<file path="src/rtl/ssd_defs.vh">
`ifndef SSD_DEFS_VH
`define SSD_DEFS_VH
// Register byte offsets
`define SSD_OFS_CTRL 6'h00
`define SSD_OFS_RXH 6'h04
`define SSD_OFS_TXH 6'h08
`define SSD_OFS_RXS 6'h0c
`define SSD_OFS_TXS 6'h10
`define SSD_OFS_CMP0 6'h14
`define SSD_OFS_CMP1 6'h18
`define SSD_OFS_STAT 6'h1c
`define SSD_OFS_TCNT 6'h20
`define SSD_OFS_TNCNT 6'h24
`define SSD_OFS_RCNT 6'h28
`define SSD_OFS_RNCNT 6'h2c
// Control register fields
`define SSD_C_TX_ENABLED_STATE 0
`define SSD_C_RX_ENABLED_STATE 1
`define SSD_C_IDLE 2
`define SSD_C_PAYEN 3
`define SSD_C_EDGE 4
`define SSD_C_BASE 11:8
`define SSD_C_UPPER 15:12
`define SSD_C_WLEN 20:16
`define SSD_CTRL_RESET 32'h0007_0000
`define SSD_CTRL_MASK 32'h001f_ff1f
// Status register bits
`define SSD_S_TXFREE 0
`define SSD_S_TXDRAIN 1
`define SSD_S_TXCDONE 2
`define SSD_S_TXBDONE 3
`define SSD_S_RXAVAIL 4
`define SSD_S_OVR 5
`define SSD_S_RXCDONE 6
`define SSD_S_RXBDONE 7
`define SSD_S_CMP0 8
`define SSD_S_CMP1 9
`define SSD_S_TX_SYNC_EVENT 10
`define SSD_S_RX_SYNC_EVENT 11
`define SSD_S_TXON 16
`define SSD_S_RXON 17
// Sync data width and length arithmetic
`define SSD_SYNC_W 16
`define SSD_UPPER_SHIFT 4
`define SSD_EDGE_RISE 1'b0
`endif

</file>
<file path="src/rtl/ssd_sync2.v">
`timescale 1ns/1ps
module ssd_sync2 (
   // Clock and reset
   input wire clk,
   input wire rst_n,
   // Asynchronous level in, synchronous level out
   input wire async_in,
   output reg sync_out
);
   reg meta;

   always @(posedge clk or negedge rst_n) begin
      if (!rst_n) begin
         meta <= 1'b0;
         sync_out <= 1'b0;
      end else begin
         meta <= async_in;
         sync_out <= meta;
      end
   end
endmodule // ssd_sync2

</file>
<file path="src/rtl/ssd_serial_ctrl.v">
// Contract
// - Payload disabled: idle level during sync pulse
// - Payload enabled: shift sync word during pulse
// - Edge select picks tx sync flag edge
// - Upper length field extends base length
// - Data words held right-justified
// - Received sync word in bits 15:0, read-only
// - Transmit sync word read-write, bits 15:0
// - Compare value zero, 16-bit read-write
// - Compare value one, 16-bit read-write
// - Bit 0: transmit holding register empty
// - Bit 1: all written data shifted out
// - Bit 2: tx counter hit zero
// - Bit 4: received word waiting
// - Bit 5: overwrite of unread word, read-clear
// - Bit 6: rx counter hit zero
// - Bits 8,9: compare matches, read-clear
// - Bits 10,11: sync events, read-clear
// - Bits 16,17: transmitter, receiver enabled
// - Sync length base+16*upper+1 periods
// - Idle level on line outside transmission
// - Word is length field plus one bits; a zero field is run as a two-bit word
//
// The implementer's own choices: the Wishbone interface to the registers and the register offsets.
`timescale 1ns/1ps
`include "ssd_defs.vh"
module ssd_serial_ctrl #(
   parameter CNT_W = 16
) (
   // Clock and reset
   input wire clk,
   input wire rst_n,
   // Wishbone slave
   input wire wb_cyc_i,
   input wire wb_stb_i,
   input wire wb_we_i,
   input wire [7:0] wb_adr_i,
   input wire [3:0] wb_sel_i,
   input wire [31:0] wb_dat_i,
   output reg [31:0] wb_dat_o,
   output reg wb_ack_o,
   // Serial link
   input wire link_clk,
   input wire rx_data_pin,
   input wire rx_sync_pin,
   output reg serial_out_line,
   output reg tx_sync_pin
);
   localparam TX_IDLE = 2'd0;
   localparam TX_SYNC = 2'd1;
   localparam TX_DATA = 2'd2;
   localparam RX_IDLE = 2'd0;
   localparam RX_SYNC = 2'd1;
   localparam RX_DATA = 2'd2;

   reg [31:0] ctrl;
   reg [31:0] received_word;
   reg [31:0] outgoing_word;
   reg [15:0] received_sync_word;
   reg [15:0] outgoing_sync_word;
   reg [15:0] compare_zero;
   reg [15:0] compare_one;
   reg [CNT_W-1:0] tx_dma_counter;
   reg [CNT_W-1:0] tx_dma_next_counter;
   reg [CNT_W-1:0] rx_dma_counter;
   reg [CNT_W-1:0] rx_dma_next_counter;
   reg tx_holding_free;
   reg tx_dma_count_done;
   reg rx_word_available;
   reg rx_overwrite_flag;
   reg rx_dma_count_done;
   reg cmp0_flag;
   reg cmp1_flag;
   reg tx_sync_event;
   reg rx_sync_event;

   ////////////////////////////////////////////////////////////////////////////
   // Link inputs through two flip-flops
   wire lclk_s;
   wire rxd_s;
   wire rxs_s;
   reg lclk_q;

   ssd_sync2 u_sync_clk (.clk(clk), .rst_n(rst_n), .async_in(link_clk), .sync_out(lclk_s));
   ssd_sync2 u_sync_rxd (.clk(clk), .rst_n(rst_n), .async_in(rx_data_pin), .sync_out(rxd_s));
   ssd_sync2 u_sync_rxs (.clk(clk), .rst_n(rst_n), .async_in(rx_sync_pin), .sync_out(rxs_s));

   always @(posedge clk or negedge rst_n) begin
      if (!rst_n)
         lclk_q <= 1'b0;
      else
         lclk_q <= lclk_s;
   end

   wire lclk_rise = lclk_s & ~lclk_q;
   wire lclk_fall = ~lclk_s & lclk_q;

   ////////////////////////////////////////////////////////////////////////////
   // Configuration decode
   wire tx_en = ctrl[`SSD_C_TX_ENABLED_STATE];
   wire rx_en = ctrl[`SSD_C_RX_ENABLED_STATE];
   wire idle_line_level = ctrl[`SSD_C_IDLE];
   wire sync_payload_enable = ctrl[`SSD_C_PAYEN];
   wire sync_edge_select = ctrl[`SSD_C_EDGE];
   wire [3:0] sync_length_base = ctrl[`SSD_C_BASE];
   wire [3:0] sync_length_upper = ctrl[`SSD_C_UPPER];
   wire [4:0] word_length_field = ctrl[`SSD_C_WLEN];
   // Zero is not a legal length; it is run as a two-bit word rather than hang
   wire [4:0] last_bit = (word_length_field == 5'h00) ? 5'h01 : word_length_field;
   wire [8:0] sync_periods = {5'h00, sync_length_base}
      + {1'b0, sync_length_upper, 4'h0} + 9'h001;

   ////////////////////////////////////////////////////////////////////////////
   // Wishbone decode; writes and read side effects act on the ack edge
   wire req = wb_cyc_i & wb_stb_i;
   wire acc = req & wb_ack_o;
   wire wr = acc & wb_we_i & in_map;
   wire rd = acc & ~wb_we_i & in_map;
   // Addresses above the register map decode to nothing rather than alias low
   wire in_map = (wb_adr_i[7:6] == 2'b00);
   wire [5:0] ofs = {wb_adr_i[5:2], 2'b00};
   wire [31:0] bmask = {{8{wb_sel_i[3]}}, {8{wb_sel_i[2]}}, {8{wb_sel_i[1]}}, {8{wb_sel_i[0]}}};
   wire wr_ctrl = wr && (ofs == `SSD_OFS_CTRL);
   wire wr_txh = wr && (ofs == `SSD_OFS_TXH);
   wire wr_txs = wr && (ofs == `SSD_OFS_TXS);
   wire wr_cmp0 = wr && (ofs == `SSD_OFS_CMP0);
   wire wr_cmp1 = wr && (ofs == `SSD_OFS_CMP1);
   wire wr_tcnt = wr && (ofs == `SSD_OFS_TCNT);
   wire wr_tncnt = wr && (ofs == `SSD_OFS_TNCNT);
   wire wr_rcnt = wr && (ofs == `SSD_OFS_RCNT);
   wire wr_rncnt = wr && (ofs == `SSD_OFS_RNCNT);
   wire rd_rxh = rd && (ofs == `SSD_OFS_RXH);
   wire rd_stat = rd && (ofs == `SSD_OFS_STAT);

   function [31:0] merge;
      input [31:0] old;
      input [31:0] val;
      input [31:0] m;
      begin
         merge = (old & ~m) | (val & m);
      end
   endfunction

   wire [31:0] txs_merged = merge({16'h0000, outgoing_sync_word}, wb_dat_i, bmask);
   wire [31:0] cmp0_merged = merge({16'h0000, compare_zero}, wb_dat_i, bmask);
   wire [31:0] cmp1_merged = merge({16'h0000, compare_one}, wb_dat_i, bmask);

   ////////////////////////////////////////////////////////////////////////////
   // Transmitter
   reg [1:0] tx_state;
   reg [31:0] tx_shifter;
   reg [15:0] tx_sync_sh;
   reg [8:0] tx_sync_cnt;
   reg [4:0] tx_bit;
   wire tx_load = lclk_fall && tx_en && !tx_holding_free;
   wire tx_start = tx_load && ((tx_state == TX_IDLE) || (tx_state == TX_DATA && tx_bit == 5'h00));
   wire tx_sync_end = lclk_fall && (tx_state == TX_SYNC) && (tx_sync_cnt == 9'h001);
   wire tx_drained = (tx_state == TX_IDLE) && tx_holding_free;
   wire tx_sync_hit = (sync_edge_select == `SSD_EDGE_RISE) ? tx_start : tx_sync_end;
   wire tx_dec = wr_txh && (tx_dma_counter != {CNT_W{1'b0}});

   always @(posedge clk or negedge rst_n) begin
      if (!rst_n) begin
         tx_state <= TX_IDLE;
         tx_shifter <= 32'h0000_0000;
         tx_sync_sh <= 16'h0000;
         tx_sync_cnt <= 9'h000;
         tx_bit <= 5'h00;
         serial_out_line <= 1'b0;
         tx_sync_pin <= 1'b0;
      end else begin
         case (tx_state)
            TX_IDLE: begin
               tx_sync_pin <= 1'b0;
               serial_out_line <= idle_line_level;
               if (tx_start) begin
                  tx_state <= TX_SYNC;
               end
            end
            TX_SYNC: begin
               if (lclk_fall) begin
                  if (tx_sync_cnt == 9'h001) begin
                     tx_state <= TX_DATA;
                     tx_sync_pin <= 1'b0;
                     serial_out_line <= tx_shifter[0];
                     tx_shifter <= tx_shifter >> 1;
                     tx_bit <= last_bit;
                  end else begin
                     tx_sync_cnt <= tx_sync_cnt - 9'h001;
                     // Past bit 15 the sync data is exhausted; idle level fills
                     serial_out_line <= sync_payload_enable ? tx_sync_sh[0]
                        : idle_line_level;
                     tx_sync_sh <= {idle_line_level, tx_sync_sh[15:1]};
                  end
               end
            end
            TX_DATA: begin
               if (lclk_fall) begin
                  if (tx_bit == 5'h01 || tx_bit == 5'h00) begin
                     if (tx_bit == 5'h00 && !tx_start) begin
                        tx_state <= TX_IDLE;
                        serial_out_line <= idle_line_level;
                     end else if (tx_bit == 5'h01) begin
                        serial_out_line <= tx_shifter[0];
                        tx_bit <= 5'h00;
                     end
                  end else begin
                     serial_out_line <= tx_shifter[0];
                     tx_shifter <= tx_shifter >> 1;
                     tx_bit <= tx_bit - 5'h01;
                  end
                  if (tx_start)
                     tx_state <= TX_SYNC;
               end
            end
            default: tx_state <= TX_IDLE;
         endcase
         if (tx_start) begin
            // First sync bit goes out at the same edge the pulse rises
            tx_shifter <= outgoing_word;
            tx_sync_pin <= 1'b1;
            tx_sync_cnt <= sync_periods;
            serial_out_line <= sync_payload_enable ? outgoing_sync_word[0]
               : idle_line_level;
            tx_sync_sh <= {idle_line_level, outgoing_sync_word[15:1]};
         end
      end
   end

   ////////////////////////////////////////////////////////////////////////////
   // Receiver, sampling on the link clock rising edge
   reg [1:0] rx_state;
   reg [4:0] rx_idx;
   reg [31:0] rx_sh;
   reg [15:0] rx_sync_sh;
   wire rx_sync_done = lclk_rise && rx_en && (rx_state == RX_SYNC) && !rxs_s;
   wire rx_word_done = lclk_rise && rx_en && (rx_state == RX_DATA) && (rx_idx == last_bit);
   wire [15:0] next_sync_word = rx_sync_sh;
   wire rx_dec = rd_rxh && (rx_dma_counter != {CNT_W{1'b0}});

   always @(posedge clk or negedge rst_n) begin
      if (!rst_n) begin
         rx_state <= RX_IDLE;
         rx_idx <= 5'h00;
         rx_sh <= 32'h0000_0000;
         rx_sync_sh <= 16'h0000;
         received_word <= 32'h0000_0000;
         received_sync_word <= 16'h0000;
      end else if (!rx_en) begin
         rx_state <= RX_IDLE;
      end else if (lclk_rise) begin
         case (rx_state)
            RX_IDLE: begin
               if (rxs_s) begin
                  rx_state <= RX_SYNC;
                  rx_sync_sh <= {15'h0000, rxd_s};
                  rx_idx <= 5'h01;
               end
            end
            RX_SYNC: begin
               if (rxs_s) begin
                  if (rx_idx < `SSD_SYNC_W)
                     rx_sync_sh[rx_idx[3:0]] <= rxd_s;
                  if (rx_idx < `SSD_SYNC_W)
                     rx_idx <= rx_idx + 5'h01;
               end else begin
                  received_sync_word <= next_sync_word;
                  rx_sh <= {31'h0000_0000, rxd_s};
                  rx_idx <= 5'h01;
                  rx_state <= RX_DATA;
               end
            end
            RX_DATA: begin
               rx_sh[rx_idx] <= rxd_s;
               rx_idx <= rx_idx + 5'h01;
               if (rx_idx == last_bit) begin
                  // Bits fill from bit 0 upward, so the word lands right-justified
                  received_word <= rx_sh | ({31'h0000_0000, rxd_s} << rx_idx);
                  rx_state <= RX_IDLE;
               end
            end
            default: rx_state <= RX_IDLE;
         endcase
      end
   end

   ////////////////////////////////////////////////////////////////////////////
   // Software registers and DMA counters
   always @(posedge clk or negedge rst_n) begin
      if (!rst_n) begin
         ctrl <= `SSD_CTRL_RESET;
         outgoing_word <= 32'h0000_0000;
         outgoing_sync_word <= 16'h0000;
         compare_zero <= 16'h0000;
         compare_one <= 16'h0000;
         tx_dma_counter <= {CNT_W{1'b0}};
         tx_dma_next_counter <= {CNT_W{1'b0}};
         rx_dma_counter <= {CNT_W{1'b0}};
         rx_dma_next_counter <= {CNT_W{1'b0}};
      end else begin
         if (wr_ctrl)
            ctrl <= merge(ctrl, wb_dat_i, bmask) & `SSD_CTRL_MASK;
         if (wr_txh)
            outgoing_word <= merge(outgoing_word, wb_dat_i, bmask);
         if (wr_txs)
            outgoing_sync_word <= txs_merged[15:0];
         if (wr_cmp0)
            compare_zero <= cmp0_merged[15:0];
         if (wr_cmp1)
            compare_one <= cmp1_merged[15:0];
         // Counters step once per holding-register access, standing in for DMA
         if (wr_tcnt)
            tx_dma_counter <= wb_dat_i[CNT_W-1:0];
         else if (tx_dec && tx_dma_counter == {{(CNT_W-1){1'b0}}, 1'b1}) begin
            tx_dma_counter <= tx_dma_next_counter;
            tx_dma_next_counter <= {CNT_W{1'b0}};
         end else if (tx_dec)
            tx_dma_counter <= tx_dma_counter - {{(CNT_W-1){1'b0}}, 1'b1};
         if (wr_tncnt)
            tx_dma_next_counter <= wb_dat_i[CNT_W-1:0];
         if (wr_rcnt)
            rx_dma_counter <= wb_dat_i[CNT_W-1:0];
         else if (rx_dec && rx_dma_counter == {{(CNT_W-1){1'b0}}, 1'b1}) begin
            rx_dma_counter <= rx_dma_next_counter;
            rx_dma_next_counter <= {CNT_W{1'b0}};
         end else if (rx_dec)
            rx_dma_counter <= rx_dma_counter - {{(CNT_W-1){1'b0}}, 1'b1};
         if (wr_rncnt)
            rx_dma_next_counter <= wb_dat_i[CNT_W-1:0];
      end
   end

   ////////////////////////////////////////////////////////////////////////////
   // Status flags; a hardware set wins (except tx_start, which loses to wr_txh), and a status read clears only the bits it returned,
   // so an event landing between capture and ack is not lost
   wire tx_cnt_hit = tx_dec && tx_dma_counter == {{(CNT_W-1){1'b0}}, 1'b1};
   wire rx_cnt_hit = rx_dec && rx_dma_counter == {{(CNT_W-1){1'b0}}, 1'b1};

   always @(posedge clk or negedge rst_n) begin
      if (!rst_n) begin
         tx_holding_free <= 1'b1;
         tx_dma_count_done <= 1'b0;
         rx_word_available <= 1'b0;
         rx_overwrite_flag <= 1'b0;
         rx_dma_count_done <= 1'b0;
         cmp0_flag <= 1'b0;
         cmp1_flag <= 1'b0;
         tx_sync_event <= 1'b0;
         rx_sync_event <= 1'b0;
      end else begin
         if (wr_txh)
            tx_holding_free <= 1'b0;
         else if (tx_start)
            tx_holding_free <= 1'b1;
         if (tx_cnt_hit)
            tx_dma_count_done <= 1'b1;
         else if (wr_tcnt || wr_tncnt)
            tx_dma_count_done <= 1'b0;
         if (rx_cnt_hit)
            rx_dma_count_done <= 1'b1;
         else if (wr_rcnt || wr_rncnt)
            rx_dma_count_done <= 1'b0;
         if (rx_word_done)
            rx_word_available <= 1'b1;
         else if (rd_rxh)
            rx_word_available <= 1'b0;
         // A word counts as unread if still flagged when the next one lands
         if (rx_word_done && rx_word_available && !rd_rxh)
            rx_overwrite_flag <= 1'b1;
         else if (rd_stat && wb_dat_o[`SSD_S_OVR])
            rx_overwrite_flag <= 1'b0;
         if (rx_sync_done && next_sync_word == compare_zero)
            cmp0_flag <= 1'b1;
         else if (rd_stat && wb_dat_o[`SSD_S_CMP0])
            cmp0_flag <= 1'b0;
         if (rx_sync_done && next_sync_word == compare_one)
            cmp1_flag <= 1'b1;
         else if (rd_stat && wb_dat_o[`SSD_S_CMP1])
            cmp1_flag <= 1'b0;
         if (tx_sync_hit)
            tx_sync_event <= 1'b1;
         else if (rd_stat && wb_dat_o[`SSD_S_TX_SYNC_EVENT])
            tx_sync_event <= 1'b0;
         if (rx_sync_done)
            rx_sync_event <= 1'b1;
         else if (rd_stat && wb_dat_o[`SSD_S_RX_SYNC_EVENT])
            rx_sync_event <= 1'b0;
      end
   end

   ////////////////////////////////////////////////////////////////////////////
   // Read mux and ack
   reg [31:0] stat_word;
   reg [31:0] rd_mux;

   always @* begin
      stat_word = 32'h0000_0000;
      stat_word[`SSD_S_TXFREE] = tx_holding_free;
      stat_word[`SSD_S_TXDRAIN] = tx_drained;
      stat_word[`SSD_S_TXCDONE] = tx_dma_count_done;
      stat_word[`SSD_S_TXBDONE] = (tx_dma_counter == {CNT_W{1'b0}})
         && (tx_dma_next_counter == {CNT_W{1'b0}});
      stat_word[`SSD_S_RXAVAIL] = rx_word_available;
      stat_word[`SSD_S_OVR] = rx_overwrite_flag;
      stat_word[`SSD_S_RXCDONE] = rx_dma_count_done;
      stat_word[`SSD_S_RXBDONE] = (rx_dma_counter == {CNT_W{1'b0}})
         && (rx_dma_next_counter == {CNT_W{1'b0}});
      stat_word[`SSD_S_CMP0] = cmp0_flag;
      stat_word[`SSD_S_CMP1] = cmp1_flag;
      stat_word[`SSD_S_TX_SYNC_EVENT] = tx_sync_event;
      stat_word[`SSD_S_RX_SYNC_EVENT] = rx_sync_event;
      stat_word[`SSD_S_TXON] = tx_en;
      stat_word[`SSD_S_RXON] = rx_en;
   end

   always @* begin
      if (ofs == `SSD_OFS_CTRL)
         rd_mux = ctrl;
      else if (ofs == `SSD_OFS_RXH)
         rd_mux = received_word;
      else if (ofs == `SSD_OFS_RXS)
         rd_mux = {16'h0000, received_sync_word};
      else if (ofs == `SSD_OFS_TXS)
         rd_mux = {16'h0000, outgoing_sync_word};
      else if (ofs == `SSD_OFS_CMP0)
         rd_mux = {16'h0000, compare_zero};
      else if (ofs == `SSD_OFS_CMP1)
         rd_mux = {16'h0000, compare_one};
      else if (ofs == `SSD_OFS_STAT)
         rd_mux = stat_word;
      else if (ofs == `SSD_OFS_TCNT)
         rd_mux = {{(32-CNT_W){1'b0}}, tx_dma_counter};
      else if (ofs == `SSD_OFS_TNCNT)
         rd_mux = {{(32-CNT_W){1'b0}}, tx_dma_next_counter};
      else if (ofs == `SSD_OFS_RCNT)
         rd_mux = {{(32-CNT_W){1'b0}}, rx_dma_counter};
      else if (ofs == `SSD_OFS_RNCNT)
         rd_mux = {{(32-CNT_W){1'b0}}, rx_dma_next_counter};
      else
         rd_mux = 32'h0000_0000; // Transmit holding is write-only; unmapped reads zero
   end

   always @(posedge clk or negedge rst_n) begin
      if (!rst_n) begin
         wb_ack_o <= 1'b0;
         wb_dat_o <= 32'h0000_0000;
      end else begin
         wb_ack_o <= req & ~wb_ack_o;
         if (req & ~wb_ack_o & ~wb_we_i)
            wb_dat_o <= in_map ? rd_mux : 32'h0000_0000;
      end
   end
endmodule // ssd_serial_ctrl

</file>
<file path="config.mk">
export PLATFORM = sky130hd
export DESIGN_NAME = ssd_serial_ctrl
export DESIGN_NICKNAME = d
export VERILOG_FILES = /design/src/rtl/ssd_sync2.v /design/src/rtl/ssd_serial_ctrl.v
export VERILOG_INCLUDE_DIRS = /design/src /design/src/rtl
export SDC_FILE = /design/constraint.sdc
export NUM_CORES = 1
export LEC_CHECK = 0
export BUFFER_PORTS_ARGS = -buffer_cell sky130_fd_sc_hd__buf_2
export CAP_MARGIN = 15
export CORE_ASPECT_RATIO = 0.8
export CORE_MARGIN = 4
export CORE_UTILIZATION = 49
export DETAILED_ROUTE_END_ITERATION = 7
export PLACE_DENSITY_LB_ADDON = 0.12
export SKIP_CTS_REPAIR_TIMING = 1
export SLEW_MARGIN = 40
export SYNTH_ARGS = -nofsm -noshare
export SYNTH_HDL_FRONTEND = slang
export SYNTH_SLANG_ARGS = --single-unit
</file>
<file path="constraint.sdc">
create_clock -name clk -period 2.4 [get_ports clk]
set_clock_uncertainty 0.1 [all_clocks]
set_input_delay 0.48 -clock clk [delete_from_list [all_inputs] [get_ports clk]]
set_output_delay 0.48 -clock clk [all_outputs]
set_load 0.05 [all_outputs]
</file>
==> results of run 1 <==
==> per-layer routing <==
metal | vias to the layer above | GRT usage | part of all wire
met4 | 0 | 0.0578 | 0.018
met5 | - | 0 | 0
met3 | 73 | 0.0647 | 0.093
met1 | 8274 | 0.468 | 0.47
li1 | 7444 | - | -
met2 | 692 | 0.442 | 0.42
==> power by group <==
group          internal (uW)  switching (uW)
registers               6570             203
logic                    816            1320
clock network           3420            2530
==> stage by stage <==
stage                     cell area [um2]  setup TNS [ns]  instances  power, uW
after floorplan                     19400               0       1912       8060
after detailed placement            21800           -7.35       2600       8970
after global placement              21800           -5.82       2600       8910
final                               23200               0       2673      14900
after global routing                23200         -0.0491       2673      15500
after CTS                           23000          -0.298       2667      14900
==> area by class of cell <==
class                      count  share of cell area
inverter                      34             0.00551
tap                          528              0.0285
clock inverter                10             0.00351
clock buffer                  57              0.0495
sequential                   380               0.411
multi-input combinational   1366               0.403
timing repair buffer         298              0.0995
==> worst min-delay path by stage <==
stage / start / end / slack (ns) / cells after the start
after CTS: rst_n / serial_out_line$_DFFE_PN0P_ / -0.15 / 1
after floorplan: rst_n / async pin / 0.08 / 0
after global routing: wb_dat_i[24] / flip-flop / 0.05 / 2
after detailed placement: u_sync_rxs.meta$_DFF_PN0_ / u_sync_rxs.sync_out$_DFF_PN0_ / 0.24 / 0
final: wb_dat_i[24] / flip-flop / 0.07 / 2
after global placement: u_sync_rxs.meta$_DFF_PN0_ / u_sync_rxs.sync_out$_DFF_PN0_ / 0.23 / 0
==> synth_stat cells, types with 18 or more instances <==
cell	number
a21oi_1	87
a22o_1	68
a22oi_1	38
a31oi_1	26
buf_2	22
clkbuf_1	94
dfrtp_1	376
ha_1	26
inv_1	31
mux2_2	118
mux2i_1	55
nand2_1	191
nand3_1	39
nand4_1	18
nor2_1	116
nor3_1	22
o21ai_0	251
xnor2_1	41
xor2_1	22
==> worst max-delay path, stage by stage (launching register included) <==
cell and delay (ns):
dfrtp_1 0.37, or2_2 0.30, or4_1 0.49, o31ai_4 0.28, buf_6 0.21, buf_4 0.15
a211oi_1 0.05, a221o_1 0.29
==> kinds of logic (layout without fill, tap and decap cells) <==
logic type | Yosys count | after routing
and+or+nand+nor | 490 | 490
AOI/OAI and AO/OA | 602 | 602
xor gates and xnor gates | 63 | 63
DFF | 380 | 380
buffers and inverters | 166 | 399
adders and majority gates | 26 | 26
muxes | 185 | 185
==> impl_metrics.tcl, run 1 <==
set metrics [dict create \
    synth_compound_area_frac 0.198 \
    final_nets 2198 \
    insertion_delay_ns 0.54 \
    yosys-top-cells-area "dfrtp_1 48%, mux2_2 6.8%, o21ai_0 6.5%" \
    synth.distinct_cells 87 \
    core_mm2 0.0387 \
    drc 0 \
    cts_buffers 40 \
    clk_root_buffer_cell "clkbuf_16" \
    hpwl_mm 49.1 \
    yosys.area_share.adder 0.0168 \
    reg2reg_depth 7 \
    p_per_area_mw_per_mm2 641 \
    outcome "complete, no violations" \
    critical_path_arrival_ns 2.68 \
    final_common_cell "dfrtp_1" \
    synth_edf_count 0 \
    fin_crit_ns 2.37 \
    cp-endpoint "tx_dma_counter[13]$_DFFE_PN0P_" \
    fillCellCount 3330 \
    pin_count 87 \
    h-tree-depth 2 \
    holdWs_ns 0.0670 \
    worstPathRequired_ns 2.71 \
    start_kind "flip-flop" \
    via_per_inst 6.17 \
    critPathLaunch "tx_dma_counter[2]$_DFFE_PN0P_" \
    maxSlewViolCount 0 \
    multi_input_area_mm2 0.00932 \
    ys_ff_latch 380 \
    slew_headroom 0.533 \
    synth.avg_cell_area_um2 10.2 \
    die-width_um 231 \
    initial_core_util 0.502 \
    die_area_mm2 0.0429 \
    synth_top_family_by_area "compound AO/OA/AOI/OAI gates" \
    synth_async_sr_flop_share 1.00 \
    max_cap_viol_count 0 \
    tritoncts "done" \
    gp_congestion 0.994 \
    cp-end-kind "flip-flop" \
    grt_pass1_wl_mm 98.6 \
    synthSimpleGateAreaFrac 0.122 \
    regArea_mm2 0.00952 \
    synth_top_area_cell "dfrtp_1" \
    hold_viol_final 0 \
    cts_sinks 380 \
    wl_per_cell_um 24.3 \
    muxShareOfSynthArea 0.111 \
    clkTransAtPathRegs_ns 0.07 \
    first_global_vias 15700 \
    critPathMaxFanout 14 \
    num_rows 64 \
    drt-initial-drc-count 1618 \
    netlist_area_mm2 0.0194 \
    synthCells 1912 \
    grtUsageTotal 0.302 \
    worst_ir_drop_vdd_uv 423 \
    fin_ws_ns 0.0323 \
    grt_max_degree 69 \
    setup_viol 0 \
    holdCritPathClass "primary input to flip-flop" \
    ys_seq_area_frac 0.490 \
    ant_nets 0 \
    path_class "flip-flop to flip-flop" \
    p_leak_uw 0.0110 \
    reg2reg_slack_ns 0.03 \
    port_buffers 84 \
    tightest_slew_ns 0.695 \
    syn2layout_area_growth_pct 19.3 \
    die_y_um 186 \
    reg2reg_from "tx_dma_counter[2]$_DFFE_PN0P_" \
    fmax_mhz 422 \
    timing.final.crit_share 0.987 \
    synthFlopType "dfrtp_1" \
    final_cell_mix "375 x dfrtp_1, 251 x o21ai_0, 191 x nand2_1" \
    grt_setup_unrepaired "yes" \
    reg2reg_to "tx_dma_counter[13]$_DFFE_PN0P_" \
    overflow 0 \
    final_core_util 0.599 \
    dp_slack_ns -0.163 \
    drive_above_1_share 0.243 \
    antenna_cells 0 \
    firstDrtPassIters 6 \
    via_count 16500 \
    cts_max_path_buffers 3 \
    antenna_found_initial 0 \
    synthesis.nets 1990 \
    wirelength_mm 65.1 \
    synth_xor_area_frac 0.0284 \
    synthDominantCellAreaShare 0.485 \
    ys_warn_count 0 \
]
Note: power is estimated with default switching activity, not from simulation.
==> inputs of run 2 (changes only) <==
clock period = 2.9 ns   (was 2.4 ns; I/O delays follow)
==> run 2 against run 1 <==
  * Critical path depth is the same
  * Flip-flop and latch count is the same
  * Register-to-register slack gained 0.29 ns
  * Worst hold slack lost 0.041 ns
  * First-iteration DRC count grew 3.8%
  * Critical path type unchanged
  * Largest cell class unchanged
==> impl_metrics.tcl, run 2 (same netlist as run 1, synthesis figures left out) <==
set metrics [dict create \
    critPathMaxStageDelay_ns 0.75 \
    multi_input_area_mm2 0.00927 \
    worstPathRequired_ns 3.29 \
    power.switching_uw 3340 \
    timing.final.crit_share 0.890 \
    grt_pass1_wl_mm 95.7 \
    grt_setup_unrepaired "no" \
    wl_per_cell_um 24.6 \
    gp_congestion 0.954 \
    final_core_util 0.577 \
    die-width_um 231 \
    drt-initial-drc-count 1679 \
    dpl-instance-area_mm2 0.0209 \
    maxSlewViolCount 0 \
    setup_tns_ns 0 \
    worst_ir_drop_vdd_uv 360 \
    num_rows 64 \
    crit_buf_inv 1 \
    fillCellCount 3357 \
    clk_root_buffer_cell "clkbuf_16" \
    fin_ws_ns 0.320 \
    die_y_um 186 \
    critPathMaxFanout 7 \
    reg2reg_from "rx_dma_counter[0]$_DFFE_PN0P_" \
    pin_count 87 \
    core_mm2 0.0387 \
    fin_crit_ns 2.58 \
    hold_depth 1 \
    setup_viol 0 \
    tightest_slew_ns 0.654 \
    fmax_mhz 388 \
    power_frac_clock 0.427 \
    drive_above_1_share 0.206 \
    p_leak_uw 0.0105 \
    slowest_stage "or4b_2" \
    critical_path_arrival_ns 2.97 \
    dp_slack_ns 0.117 \
    syn2layout_area_growth_pct 14.9 \
    first_global_vias 15100 \
    final_common_cell "dfrtp_1" \
    port_buffers 84 \
    crit_chain "inv_1 -> ha_1 -> or4b_2 -> nor4_4 -> nor3_1 -> a2111oi_1 -> a211o_1" \
    antenna_found_initial 1 \
    initial_core_util 0.502 \
    start_kind "flip-flop" \
    h-tree-depth 2 \
    reg2reg_to "rx_dma_counter[14]$_DFFE_PN0P_" \
    cts_max_path_buffers 3 \
    hold_viol_final 0 \
    outcome "complete, no violations" \
    min_from "link_clk" \
    grtUsageTotal 0.294 \
    firstDrtPassIters 6 \
    power_switching_share 0.266 \
    via_per_inst 6.17 \
    grt_max_degree 81 \
    regArea_mm2 0.00951 \
    reg2reg_depth 7 \
    cp-end-kind "flip-flop" \
    ant_nets 0 \
    reg2reg_slack_ns 0.32 \
    crit_family "simple AND/OR/NAND/NOR gates" \
    tritoncts "done" \
    hpwl_mm 46.6 \
    max_cap_viol_count 0 \
    wirelength_mm 63.2 \
    cts_buffers 41 \
    path_class "flip-flop to flip-flop" \
    comb_power_share 0.126 \
    final_cell_mix "376 x dfrtp_1, 251 x o21ai_0, 191 x nand2_1" \
    holdCritPathClass "primary input to flip-flop" \
    power.share.sequential 0.447 \
    drc 0 \
    p_int_uw 9200 \
    final_nets 2092 \
    cts_sinks 380 \
    p_per_area_mw_per_mm2 562 \
    worstHoldEndpoint "u_sync_clk.meta$_DFF_PN0_" \
    via_count 15900 \
    slew_headroom 0.561 \
    insertion_delay_ns 0.56 \
    final_cell_area_mm2 0.0223 \
    overflow 0 \
    clkTransAtPathRegs_ns 0.06 \
    die_area_mm2 0.0429 \
]
-- run 2: power by group through the flow --
stage               sequential [uW]  clock (uW)  combinational [uW]
floorplan                      5680           0                 991
global placement               5690           0                1540
detailed placement             5690           0                1570
CTS                            5600        5450                1580
global route                   5610        5700                1760
finish                         5600        5360                1590
-- run 2: worst max-delay path by stage --
| stage | start | end | slack (ns) | cells past startpoint |
|---|---|---|---|---|
| floorplan | wb_adr_i[4] | rx_dma_next_counter[10]$_DFFE_PN0P_ | 0.44 | 8 |
| global placement | wb_adr_i[6] | flip-flop | 0.13 | 6 |
| detailed placement | wb_adr_i[6] | flip-flop | 0.12 | 6 |
| CTS | rx_dma_counter[0]$_DFFE_PN0P_ | rx_dma_counter[14]$_DFFE_PN0P_ | 0.37 | 7 |
| global route | rx_dma_counter[0]$_DFFE_PN0P_ | rx_dma_counter[8]$_DFFE_PN0P_ | 0.22 | 8 |
| finish | rx_dma_counter[0]$_DFFE_PN0P_ | rx_dma_counter[14]$_DFFE_PN0P_ | 0.32 | 7 |
-- run 2: per-layer routing --
metal,vias up,share of wire,global-route usage,wire length (um)
li1,7235,-,-,-
met1,7907,0.47,0.456,29600
met2,640,0.41,0.413,26000
met3,95,0.093,0.0649,5850
met4,0,0.028,0.0846,1780
met5,-,0,0,0
-- run 2: final cells by class --
| class | count | area share |
|---|---|---|
| repair buffers | 191 | 0.0599 |
| well taps | 528 | 0.0296 |
| flip-flops and latches | 380 | 0.426 |
| clock buffers | 62 | 0.0573 |
| inverters | 34 | 0.00572 |
| clock inverters | 11 | 0.00527 |
| multi-input cells | 1366 | 0.416 |
| diodes | 1 | 0.000112 |
-- run 2: per-stage QoR --
stage | hold WS (ns) | std cells | total power, uW
final | 0.0258 | 2573 | 12500
after global routing | 0.00944 | 2573 | 13100
after CTS | -0.145 | 2571 | 12600
after detailed placement | 0.239 | 2498 | 7260
after global placement | 0.235 | 2498 | 7230
after floorplan | 0.184 | 1912 | 6670
==> inputs of run 3 (changes only) <==
ABC_AREA = 1   (was not set)
SYNTH_HIERARCHICAL = 1   (was not set)
==> run 3 against run 2 <==
  * Clock power is 3% lower
  * Largest cell class unchanged
  * Power is 10% lower
  * Highest routed layer unchanged
  * Cell area is 0.16% higher
  * Critical path depth increased by 4
==> impl_metrics.tcl, run 3 <==
set metrics [dict create \
    die-width_um 233 \
    cts_buffers 42 \
    max_cap_viol_count 0 \
    start_kind "flip-flop" \
    setup_tns_ns 0 \
    via_per_inst 5.62 \
    yosys.area_share.adder 0.0164 \
    reg2reg_depth 11 \
    port_buffers 84 \
    synth.distinct_cells 57 \
    ys_seq_area_frac 0.479 \
    grt_pass1_wl_mm 99.9 \
    synthFlopType "dfrtp_1" \
    crit_buf_inv 5 \
    dp.cells 3116 \
    num_rows 65 \
    tritoncts "done" \
    drt-initial-drc-count 1976 \
    p_per_area_mw_per_mm2 505 \
    synth_async_sr_flop_share 1.00 \
    yosys-top-cells-area "dfrtp_1 47%, nand2_1 13%, o21ai_0 6.8%" \
    overflow 0 \
    comb_power_share 0.058 \
    slowest_stage "nor3_2" \
    power.share.sequential 0.481 \
    reg2reg_slack_ns 0.35 \
    fmax_mhz 392 \
    ys_warn_count 6 \
    worstPathRequired_ns 3.25 \
    synth_edf_count 0 \
    pin_count 87 \
    muxShareOfSynthArea 0.00674 \
    power_frac_clock 0.461 \
    synthDominantCellAreaShare 0.474 \
    holdCritPathClass "primary input to flip-flop" \
    timing.final.crit_share 0.879 \
    power_switching_share 0.246 \
    synthSimpleGateAreaFrac 0.232 \
    power.switching_uw 2780 \
    cts_max_path_buffers 3 \
    synth_top_family_by_area "simple AND/OR/NAND/NOR gates" \
    outcome "complete, no violations" \
    cp-endpoint "rx_sh[31]$_DFFE_PN0P_" \
    wl_per_cell_um 20.1 \
    maxSlewViolCount 0 \
    grtUsageTotal 0.291 \
    gp_congestion 0.980 \
    final_cell_mix "706 x nand2_1, 376 x dfrtp_1, 270 x inv_1, 270 x o21ai_0, 234 x nor2_1" \
    grt_max_degree 69 \
    drive_above_1_share 0.115 \
    syn2layout_area_growth_pct 12.6 \
    slew_headroom 0.476 \
    finalNonFillerCells 3186 \
    ys_ff_latch 380 \
    setup_viol 0 \
    drc 0 \
    grt_setup_unrepaired "no" \
    core_mm2 0.0397 \
    synth_xor_area_frac 0.0251 \
    clk_root_buffer_cell "clkbuf_16" \
    antenna_found_initial 0 \
    synth_compound_area_frac 0.160 \
    fin_crit_ns 2.55 \
    critPathMaxStageDelay_ns 0.49 \
    p_int_uw 8510 \
    synthesis.nets 2607 \
    cts_sinks 380 \
    antenna_cells 0 \
    synth_top_area_cell "dfrtp_1" \
    synth.avg_cell_area_um2 7.85 \
    hpwl_mm 46.3 \
    ant_nets 0 \
    netlist_area_mm2 0.0199 \
    final_nets 2703 \
    first_global_vias 16800 \
    critPathLaunch "rx_state[1]$_DFFE_PN0P_" \
    synth_top_cells_by_count "706 x nand2_1, 376 x dfrtp_1, 270 x inv_1, 270 x o21ai_0, 235 x nor2_1" \
    path_class "flip-flop to flip-flop" \
    final_common_cell "nand2_1" \
    yosys.cell_count.top_type "nand2_1" \
    critical_path_arrival_ns 2.89 \
    die_y_um 188 \
    die_area_mm2 0.0438 \
    reg2reg_from "rx_state[1]$_DFFE_PN0P_" \
    reg2reg_to "rx_sh[31]$_DFFE_PN0P_" \
    worst_ir_drop_vdd_uv 403 \
    tightest_slew_ns 0.785 \
    clkTransAtPathRegs_ns 0.06 \
    p_leak_uw 0.0109 \
    cp-end-kind "flip-flop" \
    hold_viol_final 0 \
    crit_chain "inv_1 -> ha_1 -> buf_4 -> nand2_1 -> inv_1 -> nor3_2 -> inv_1 -> a21oi_1 -> nor2_1 -> a41oi_1 -> inv_1" \
    synthCells 2529 \
    cp.depth 11 \
    crit_family "buffers and inverters" \
    firstDrtPassIters 6 \
    h-tree-depth 2 \
    path_common_cell "inv_1" \
    wirelength_mm 64.0 \
    insertion_delay_ns 0.56 \
    initial_core_util 0.500 \
    critPathMaxFanout 10 \
    via_count 17900 \
]
run 3: changes by cell type after synthesis, sizes merged, moves of 53 or more:
cell | before | now
nand2 | 192 | 719
inv | 32 | 291
nor2 | 120 | 251
mux2 | 118 | 11
a22o | 68 | 2
mux2i | 55 | 1
clkbuf | 97 | 44
run 3: kinds of logic after synthesis:
logic type / after synthesis
AO/OA/AOI/OAI: 554
multiplexers: 12
AND/OR/NAND/NOR: 1108
flip-flops: 380
adder cells (fa/ha/maj): 26
buffers and inverters: 392
XOR/XNOR: 57
run 3: worst register-to-register path: cells and delay by family (launching register included):
kind                       cells  cell delay (ns)
AOI/OAI and AO/OA              2             0.41
adders and majority gates      1             0.20
buffers and inverters          5             0.69
DFF                            1             0.41
and+or+nand+nor                3             0.63
run 3: cell type report:
cell class	count	area, um2
Clock buffer	56	1160
Tap cell	536	671
Sequential cell	380	9510
Fill cell	3756	17300
Inverter	295	1110
Multi-Input combinational cell	1757	8740
Timing Repair Buffer	149	1010
Clock inverter	13	140
run 3: worst min-delay path by stage:
| stage | depth (start not counted) | from | end |
|---|---|---|---|
| 2_1_floorplan | 0 | rst_n | async pin |
| 3_3_place_gp | 0 | u_sync_clk/meta$_DFF_PN0_ | u_sync_clk/sync_out$_DFF_PN0_ |
| 3_5_place_dp | 0 | u_sync_rxd/meta$_DFF_PN0_ | u_sync_rxd/sync_out$_DFF_PN0_ |
| 4_1_cts | 1 | rst_n | tx_shifter[13]$_DFFE_PN0P_ |
| 5_1_grt | 1 | rx_data_pin | u_sync_rxd/meta$_DFF_PN0_ |
| 6_report | 1 | rx_data_pin | u_sync_rxd/meta$_DFF_PN0_ |
run 3: metal layers:
metal  global-route usage  vias up  part of all wire
li1                     -     8441                 -
met5                    0        -                 0
met3               0.0535       87             0.092
met4               0.0528        0             0.016
met2                0.421      737              0.42
met1                0.460     8646              0.47
run 3: power groups by stage:
stage,combinational [uW],sequential [uW],clock (uW)
2_1_floorplan,242,5560,0
3_3_place_gp,644,5520,0
3_5_place_dp,650,5520,0
4_1_cts,652,5430,5300
5_1_grt,717,5430,5550
6_report,655,5430,5210
run 3: stage by stage:
step                power (uW)  area [um2]   util  hold slack, ns  worst slack, ns
finish                   11300       22300  0.563          0.0319            0.351
global route             11700       22300  0.563          0.0179            0.174
CTS                      11400       22300  0.563          -0.137            0.423
detailed placement        6170       21000  0.530           0.237            0.336
global placement          6160       21000  0.530           0.236            0.347
floorplan                 5800       19900      -           0.184            0.830
